File: config.mk
export PLATFORM = sky130hd
export DESIGN_NAME = tes_edge_shaper
export DESIGN_NICKNAME = d
export VERILOG_FILES = /design/src/tes_pkg.sv /design/src/tes_edge_shaper.sv
export SDC_FILE = /design/constraint.sdc
export NUM_CORES = 1
export LEC_CHECK = 0
export ABC_AREA = 1
export BUFFER_PORTS_ARGS = -buffer_cell sky130_fd_sc_hd__buf_2
export CORE_ASPECT_RATIO = 0.8
export CORE_MARGIN = 2
export CORE_UTILIZATION = 57
export DETAILED_ROUTE_END_ITERATION = 10
export MAX_ROUTING_LAYER = met4
export PLACE_DENSITY = 0.81
export SYNTH_ARGS = -nofsm -noshare
export SYNTH_HDL_FRONTEND = slang
export SYNTH_SLANG_ARGS = --single-unit
export TNS_END_PERCENT = 30
File: constraint.sdc
create_clock -name ref_clk_i -period 25.2 [get_ports ref_clk_i]
set_clock_uncertainty 0.2 [all_clocks]
set_input_delay 2.52 -clock ref_clk_i [delete_from_list [all_inputs] [get_ports ref_clk_i]]
set_output_delay 2.52 -clock ref_clk_i [all_outputs]
set_load 0.005 [all_outputs]
File: src/tes_pkg.sv
// Register map, field layout, states and bus, style and drive types of the tx edge shaper
package tes_pkg;

  localparam int unsigned TES_ADDR_W = 8;

  // Register indices; byte address is four times the index
  localparam logic [5:0] TES_IDX_RES_106K = 6'h14;
  localparam logic [5:0] TES_IDX_KIND_106K = 6'h15;
  localparam logic [5:0] TES_IDX_STYLE_106K = 6'h16;
  localparam logic [5:0] TES_IDX_LENGTH_106K = 6'h17;
  localparam logic [5:0] TES_IDX_RES_212K = 6'h18;
  localparam logic [5:0] TES_IDX_KIND_212K = 6'h19;
  localparam logic [5:0] TES_IDX_CTRL = 6'h20;
  localparam logic [5:0] TES_IDX_STATUS = 6'h21;

  // Writable bit masks; reserved bits are dropped and read as zero
  localparam logic [7:0] TES_STYLE_MASK = 8'h77;
  localparam logic [7:0] TES_LENGTH_MASK = 8'h9f;
  localparam logic [1:0] TES_CTRL_MASK = 2'h3;

  // Field positions
  localparam int unsigned TES_LEN_SCALE_BIT = 7;
  localparam int unsigned TES_CTRL_RATE_BIT = 0;
  localparam int unsigned TES_CTRL_EN_BIT = 1;

  // Values after reset
  localparam logic [7:0] TES_RST_RES = 8'h00;
  localparam logic [7:0] TES_RST_KIND = 8'h00;
  localparam logic [7:0] TES_RST_STYLE = 8'h00;
  localparam logic [7:0] TES_RST_LENGTH = 8'h00;
  localparam logic [1:0] TES_RST_CTRL = 2'h0;

  localparam logic [7:0] TES_FULL_CARRIER = 8'hff;

  typedef enum logic [3:0] {
    TES_ST_IDLE = 4'h1,
    TES_ST_FALL = 4'h2,
    TES_ST_LOW = 4'h4,
    TES_ST_RISE = 4'h8
  } tes_state_t;

  typedef struct packed {
    logic psel;
    logic penable;
    logic pwrite;
    logic [TES_ADDR_W-1:0] paddr;
    logic [31:0] pwdata;
  } tes_apb_req_t;

  typedef struct packed {
    logic pready;
    logic pslverr;
    logic [31:0] prdata;
  } tes_apb_rsp_t;

  typedef struct packed {
    logic valid;
    logic lut;
    logic [1:0] segments;
    logic adapt;
    logic correct;
  } tes_style_t;

  typedef struct packed {
    logic [7:0] amplitude;
    logic shaped;
    logic lut_mode;
    logic [1:0] lut_sel;
    logic [2:0] time_const;
    logic [1:0] ramp_segments;
    logic supply_adapt;
    logic supply_correct;
    logic [4:0] step;
    logic rising;
    logic busy;
  } tes_tx_drive_t;

endpackage : tes_pkg

File: src/tes_edge_shaper.sv
// Tx edge shaper: APB register file, edge style decode and carrier-cycle stepping
//
// The implementer's own choice: the APB slave port.
module tes_edge_shaper (
  input wire logic ref_clk_i,                   // 100 MHz clock
  input wire logic srst_i,                      // Synchronous reset, active high
  input wire tes_pkg::tes_apb_req_t apb_req_i,  // APB request
  output tes_pkg::tes_apb_rsp_t apb_rsp_o,      // APB answer
  input wire logic carrier_tick_i,              // One pulse per carrier cycle
  input wire logic mod_req_i,                   // High while carrier is to be modulated
  output tes_pkg::tes_tx_drive_t tx_drive_o     // Setting for the output stage
);
  import tes_pkg::*;

  function automatic tes_style_t tes_decode(input logic [3:0] code);
    tes_style_t s;
    s = '0;
    if (code >= 4'h1 && code <= 4'h3) begin
      s.valid = 1'b1;
      s.segments = code[1:0];
    end else if (code >= 4'h4 && code <= 4'h6) begin
      s.valid = 1'b1;
      s.lut = 1'b1;
      s.adapt = (code != 4'h4);
      s.correct = (code == 4'h5);
    end
    return s;
  endfunction : tes_decode

  function automatic logic [7:0] tes_ramp(input logic [7:0] lo, input logic [4:0] k,
                                          input logic [4:0] n);
    logic [12:0] prod;
    logic [12:0] quot;
    prod = 13'((TES_FULL_CARRIER - lo) * k);
    quot = '0;
    if (n == 5'h0) begin
      return TES_FULL_CARRIER;
    end
    quot = prod / 13'(n);
    return 8'(lo + quot[7:0]);
  endfunction : tes_ramp

  function automatic logic [TES_ADDR_W-1:0] tes_byte_addr(input logic [5:0] idx);
    return {idx, 2'b00};
  endfunction : tes_byte_addr

  logic [7:0] res_106k_q;
  logic [7:0] kind_106k_q;
  logic [7:0] style_q;
  logic [7:0] length_q;
  logic [7:0] res_212k_q;
  logic [7:0] kind_212k_q;
  logic [1:0] ctrl_q;
  tes_state_t state_q, state_d;
  logic [4:0] step_q, step_d;
  logic hold_q, hold_d;
  tes_apb_rsp_t apb_rsp_d;
  tes_tx_drive_t drive_d;

  // Bus decode
  wire setup_phase = apb_req_i.psel && !apb_req_i.penable;
  wire wr_commit = apb_req_i.psel && apb_req_i.penable && apb_rsp_o.pready &&
                   apb_req_i.pwrite && !apb_rsp_o.pslverr;
  wire [7:0] wr_byte = apb_req_i.pwdata[7:0];
  wire wr_res_106k = wr_commit && apb_req_i.paddr == tes_byte_addr(TES_IDX_RES_106K);
  wire wr_kind_106k = wr_commit && apb_req_i.paddr == tes_byte_addr(TES_IDX_KIND_106K);
  wire wr_style = wr_commit && apb_req_i.paddr == tes_byte_addr(TES_IDX_STYLE_106K);
  wire wr_length = wr_commit && apb_req_i.paddr == tes_byte_addr(TES_IDX_LENGTH_106K);
  wire wr_res_212k = wr_commit && apb_req_i.paddr == tes_byte_addr(TES_IDX_RES_212K);
  wire wr_kind_212k = wr_commit && apb_req_i.paddr == tes_byte_addr(TES_IDX_KIND_212K);
  wire wr_ctrl = wr_commit && apb_req_i.paddr == tes_byte_addr(TES_IDX_CTRL);

  // Configuration in force for the selected rate
  wire rate_212k = ctrl_q[TES_CTRL_RATE_BIT];
  wire shaper_en = ctrl_q[TES_CTRL_EN_BIT];
  wire [7:0] kind_sel = rate_212k ? kind_212k_q : kind_106k_q;
  wire [7:0] res_sel = rate_212k ? res_212k_q : res_106k_q;
  wire [3:0] fall_code = kind_sel[7:4];
  wire [3:0] rise_code = kind_sel[3:0];
  wire tes_style_t fall_style = tes_decode(fall_code);
  wire tes_style_t rise_style = tes_decode(rise_code);
  wire [2:0] fall_field = style_q[6:4];
  wire [2:0] rise_field = style_q[2:0];
  wire [4:0] n_states = length_q[4:0];
  wire double_len = length_q[TES_LEN_SCALE_BIT];

  // A state lasts until the hold count reaches the scale bit: 1 or 2 carrier cycles
  wire in_edge = (state_q == TES_ST_FALL) || (state_q == TES_ST_RISE);
  wire step_adv = in_edge && carrier_tick_i && (hold_q == double_len);
  wire last_state = (step_q >= n_states - 5'h1);
  wire fall_skip = !fall_style.valid || n_states == 5'h0;
  wire rise_skip = !rise_style.valid || n_states == 5'h0;
  wire edge_rising = (state_q == TES_ST_RISE);
  wire tes_style_t cur_style = edge_rising ? rise_style : fall_style;
  wire [2:0] cur_field = edge_rising ? rise_field : fall_field;

  always_comb begin
    state_d = state_q;
    step_d = step_q;
    hold_d = 1'b0;
    if (in_edge && carrier_tick_i && !step_adv) begin
      hold_d = 1'b1;
    end else if (in_edge && !carrier_tick_i) begin
      hold_d = hold_q;
    end
    case (state_q)
      TES_ST_IDLE: begin
        step_d = '0;
        if (shaper_en && mod_req_i) begin
          state_d = fall_skip ? TES_ST_LOW : TES_ST_FALL;
        end
      end
      TES_ST_FALL: begin
        if (step_adv && last_state) begin
          state_d = TES_ST_LOW;
          step_d = '0;
        end else if (step_adv) begin
          step_d = step_q + 5'h1;
        end
      end
      TES_ST_LOW: begin
        step_d = '0;
        if (!mod_req_i) begin
          state_d = rise_skip ? TES_ST_IDLE : TES_ST_RISE;
        end
      end
      TES_ST_RISE: begin
        if (step_adv && last_state) begin
          state_d = TES_ST_IDLE;
          step_d = '0;
        end else if (step_adv) begin
          step_d = step_q + 5'h1;
        end
      end
      default: begin
        state_d = TES_ST_IDLE;
        step_d = '0;
      end
    endcase
  end

  // Output stage setting, one cycle behind the state
  always_comb begin
    drive_d = '0;
    drive_d.busy = in_edge;
    drive_d.rising = edge_rising;
    drive_d.step = step_q;
    drive_d.shaped = in_edge;
    case (state_q)
      TES_ST_FALL: drive_d.amplitude = tes_ramp(res_sel, n_states - step_q - 5'h1, n_states);
      TES_ST_RISE: drive_d.amplitude = tes_ramp(res_sel, step_q + 5'h1, n_states);
      TES_ST_LOW: drive_d.amplitude = res_sel;
      default: drive_d.amplitude = TES_FULL_CARRIER;
    endcase
    if (in_edge) begin
      drive_d.lut_mode = cur_style.lut;
      drive_d.supply_adapt = cur_style.adapt;
      drive_d.supply_correct = cur_style.correct;
      drive_d.ramp_segments = cur_style.segments;
      if (cur_style.lut) begin
        drive_d.lut_sel = cur_field[1:0];
      end else begin
        drive_d.time_const = cur_field;
      end
    end
  end

  // Register read mux and unmapped-address answer
  always_comb begin
    apb_rsp_d = '0;
    apb_rsp_d.pready = setup_phase;
    if (apb_req_i.paddr == tes_byte_addr(TES_IDX_RES_106K)) begin
      apb_rsp_d.prdata[7:0] = res_106k_q;
    end else if (apb_req_i.paddr == tes_byte_addr(TES_IDX_KIND_106K)) begin
      apb_rsp_d.prdata[7:0] = kind_106k_q;
    end else if (apb_req_i.paddr == tes_byte_addr(TES_IDX_STYLE_106K)) begin
      apb_rsp_d.prdata[7:0] = style_q;
    end else if (apb_req_i.paddr == tes_byte_addr(TES_IDX_LENGTH_106K)) begin
      apb_rsp_d.prdata[7:0] = length_q;
    end else if (apb_req_i.paddr == tes_byte_addr(TES_IDX_RES_212K)) begin
      apb_rsp_d.prdata[7:0] = res_212k_q;
    end else if (apb_req_i.paddr == tes_byte_addr(TES_IDX_KIND_212K)) begin
      apb_rsp_d.prdata[7:0] = kind_212k_q;
    end else if (apb_req_i.paddr == tes_byte_addr(TES_IDX_CTRL)) begin
      apb_rsp_d.prdata[1:0] = ctrl_q;
    end else if (apb_req_i.paddr == tes_byte_addr(TES_IDX_STATUS)) begin
      apb_rsp_d.prdata[10:0] = {in_edge, hold_q, step_q, state_q};
    end else begin
      apb_rsp_d.pslverr = setup_phase;
    end
  end

  always_ff @(posedge ref_clk_i) begin
    if (srst_i) begin
      apb_rsp_o <= '0;
    end else begin
      apb_rsp_o <= apb_rsp_d;
    end
  end

  always_ff @(posedge ref_clk_i) begin
    if (srst_i) begin
      res_106k_q <= TES_RST_RES;
      kind_106k_q <= TES_RST_KIND;
      style_q <= TES_RST_STYLE;
      length_q <= TES_RST_LENGTH;
      res_212k_q <= TES_RST_RES;
      kind_212k_q <= TES_RST_KIND;
      ctrl_q <= TES_RST_CTRL;
    end else begin
      if (wr_res_106k) res_106k_q <= wr_byte;
      if (wr_kind_106k) kind_106k_q <= wr_byte;
      if (wr_style) style_q <= wr_byte & TES_STYLE_MASK;
      if (wr_length) length_q <= wr_byte & TES_LENGTH_MASK;
      if (wr_res_212k) res_212k_q <= wr_byte;
      if (wr_kind_212k) kind_212k_q <= wr_byte;
      if (wr_ctrl) ctrl_q <= wr_byte[1:0] & TES_CTRL_MASK;
    end
  end

  always_ff @(posedge ref_clk_i) begin
    if (srst_i) begin
      state_q <= TES_ST_IDLE;
      step_q <= '0;
      hold_q <= 1'b0;
      tx_drive_o <= '0;
    end else begin
      state_q <= state_d;
      step_q <= step_d;
      hold_q <= hold_d;
      tx_drive_o <= drive_d;
    end
  end
endmodule : tes_edge_shaper

==> flow_summary_export.csv <==
group,metric,value,unit
run_status,status,"finished, final reports clean",
critical_path,crit_path_top_delay_cell,"fa_1",
synthesis,synth_cell_types,61,
clock_network,cts-hold-fix-buffers,0,
hold_path,hp-class,"reg2reg",
sta,period_needed,24.07,ns
drt,vias_per_cell,5.58,
final_layout,multi_input_area,11100,um2
sta,fmax,41.5,MHz
clock_network,root_buffer,"clkbuf_16",
sta,hold_viol,0,
final_layout,fin_nets,2584,
sta,tightestPinTransition,1.05,ns
critical_path,crit_path_end_kind,"register",
critical_path,worstPathRequired,25.24,ns
critical_path,cp.buffers_inverters,31,
drt,antenna_left,0,
drt,vias,14700,
place,placed_area,14900,um2
floorplan,io-pin-count,107,
synthesis,syn_inst,2154,
floorplan,dieArea,25800,um2
final_layout,stdcell_area,16300,um2
critical_path,path_common_cell,"nand2_1",
sta,finalCritPeriodShare,0.955,
clock_network,clk_pin_slew,0.07,ns
synthesis,ys_ff_latch,94,
floorplan,die_h,144,um
global_routing,grt_max_degree,52,
final_layout,area_growth,16.2,%
synthesis,syn_area,14000,um2
global_routing,grt_use_total,0.309,
final_layout,regArea,1890,um2
drt,routed_wl,40300,um
hold_path,hold_depth,2,
global_routing,gr-total-overflow,0,
critical_path,cp.arrival,24.11,ns
global_routing,grt_pass1_wl,62900,um
sta,final_max_slew_viol_count,0,
synthesis,synth_edf_count,0,
final_layout,num_antenna_cells,0,
drt,firstDrtPassIters,7,
drt,drcViolationCount,0,
floorplan,start_util,0.577,
synthesis,async_flop_share,0,
sta,finalSetupViolCount,0,
floorplan,die_w,179,um
global_routing,antenna_found_initial,0,
critical_path,cp.depth,167,
synthesis,yosysWarningCount,0,
critical_path,worstSetupPathType,"reg2reg",
synthesis,syn_area_per_cell,6.50,um2
final_layout,n_fill_cell,2157,
clock_network,cts_tree,"done",
critical_path,r2r_cells,167,
drt,wire_per_inst,15.3,um
place,gp_congestion,0.992,
critical_path,cp_slowest_stage_delay,0.53,ns
drt,drtIter0Drc,1159,
place,portBuffers,61,
run,drv_cap,0,
sta,max_slew_margin,0.292,
critical_path,crit_family,"simple AND/OR/NAND/NOR gates",
place,hpwlAfterDp,30700,um
synthesis,synth_ff_type,"dfxtp_1",
clock_network,htree_levels,3,
final_layout,drive_above_1_share,0.190,
clock_network,clk_path_buf_depth,2,
synthesis,seq_area_frac_synth,0.134,
clock_network,numCtsBuffers,9,
clock_network,clk_latency,0.35,ns
critical_path,cp-start-kind,"register",
critical_path,crit_fanout,14,
clock_network,clock_sinks,94,
floorplan,core,24200,um2
global_routing,grt_pass1_vias,13600,
floorplan,row_count,51,
## synthesized netlist by cell type, types with 4 or more instances
cell	instances	share of area
nand2_1	453	0.12
inv_1	349	0.094
nor2_1	217	0.058
ha_1	181	0.16
o21ai_0	142	0.051
a21oi_1	123	0.044
nand3_1	112	0.040
dfxtp_1	94	0.13
xor2_1	54	0.034
fa_1	40	0.057
nand4_1	33	0.015
inv_2	26	0.0070
xnor2_1	26	0.016
o21ai_1	23	0.0082
buf_4	22	0.012
nand2_2	22	0.0098
nor3_1	19	0.0068
a21o_1	17	0.0091
clkbuf_1	17	0.0046
or2_2	17	0.0076
o21bai_1	14	0.0075
nand3_2	13	0.0093
nor2_4	11	0.0088
o21a_1	10	0.0054
nand3_4	9	0.011
nand2_4	8	0.0064
o22ai_1	8	0.0036
a21oi_2	6	0.0038
nor2_2	6	0.0027
nor4_1	6	0.0027
a221oi_1	5	0.0031
and2_1	5	0.0022
nand3b_1	5	0.0027
or2_1	5	0.0022
clkinv_1	4	0.0011
o2111ai_1	4	0.0025
o211ai_1	4	0.0021
o21ai_2	4	0.0025
or3_1	4	0.0018
## cells by family (layout without fill, tap and decap cells)
group / after synthesis / count (layout) / share of synthesized area
compound gates: 382 / 382 / 0.157
xor+xnor: 80 / 80 / 0.0501
fa+ha+maj: 221 / 221 / 0.219
buf+inv: 423 / 569 / 0.121
flops: 94 / 94 / 0.134
other cells: 1 / 21 / 0.000268
simple gates: 953 / 954 / 0.318
## cells in the final DEF, fill, tap and decap left out, types with 15 or more instances in the layout
cell type	count
xnor2_1	25
fa_1	39
buf_4	109
xor2_1	52
a21oi_2	22
ha_1	161
o21ai_0	119
dfxtp_1	90
o21ai_2	19
nand3_1	108
nor2_1	206
nand4_1	33
nand2_2	37
a21oi_1	106
inv_1	337
or2_2	17
buf_2	61
nor3_1	18
a21o_1	17
o21ai_1	29
nand3_2	17
nand2_1	438
nor2_2	15
conb_1	21
ha_4	15
inv_2	32
## what timing repair did
action,in CTS,in global routing
pin swaps,4,67
buffers inserted,5,59
setup endpoints to repair,3,8
gates resized for setup,16,148
endpoints found under the hold margin,0,0
gates cloned,0,1
## metal layers
layer / up-vias / GRT usage / share of wire
li1: 7282 / - / -
met1: 6842 / 0.389 / 0.43
met2: 511 / 0.500 / 0.47
met3: 82 / 0.0705 / 0.085
met5: - / - / 0
met4: 0 / 0.0811 / 0.020
## final timing paths
kind,from,endpoint,slack [ns]
max,step_q[0]$_SDFFE_PP0P_,tx_drive_o[24]$_SDFF_PP0_,1.13
min,kind_106k_q[6]$_SDFFE_PP0P_,kind_106k_q[6]$_SDFFE_PP0P_,0.28
max reg2reg,step_q[0]$_SDFFE_PP0P_,tx_drive_o[24]$_SDFF_PP0_,1.13
min reg2reg,kind_106k_q[6]$_SDFFE_PP0P_,kind_106k_q[6]$_SDFFE_PP0P_,0.28
## per-stage QoR
| step | utilization | setup WS [ns] | TNS [ns] | hold WS [ns] | cells |
|---|---|---|---|---|---|
| after floorplan | - | 0.889 | 0 | 0.233 | 2174 |
| after global placement | 0.613 | 0.233 | 0 | 0.253 | 2558 |
| after detailed placement | 0.613 | -0.467 | -0.741 | 0.259 | 2558 |
| after CTS | 0.630 | 0.00566 | 0 | 0.272 | 2579 |
| after global routing | 0.671 | -0.523 | -1.16 | 0.294 | 2639 |
| final | 0.671 | 1.13 | 0 | 0.279 | 2639 |
## worst min-delay path, cell delays in order (launching register included)
cell and delay, ns:
dfxtp_1 0.31, inv_1 0.07, a21oi_1 0.06
## state kept, by name, summed over array words and instances, names as in the netlist
signal / flops
apb_rsp_o: 13
ctrl_q: 2
hold_q: 1
kind_106k_q: 8
kind_212k_q: 8
length_q: 6
res_106k_q: 8
res_212k_q: 8
state_q: 4
step_q: 5
style_q: 6
tx_drive_o: 25
## layout make-up
type,instances,share of cell area
repair buffers,173,0.0714
clock inverters,6,0.00385
flip-flops and latches,94,0.116
clock buffers,10,0.0147
multi-input cells,1658,0.680
inverters,380,0.0896
well taps,318,0.0245
Power is not shown: default switching activity piles up to over one toggle a cycle in this logic, so the estimate is an artifact.
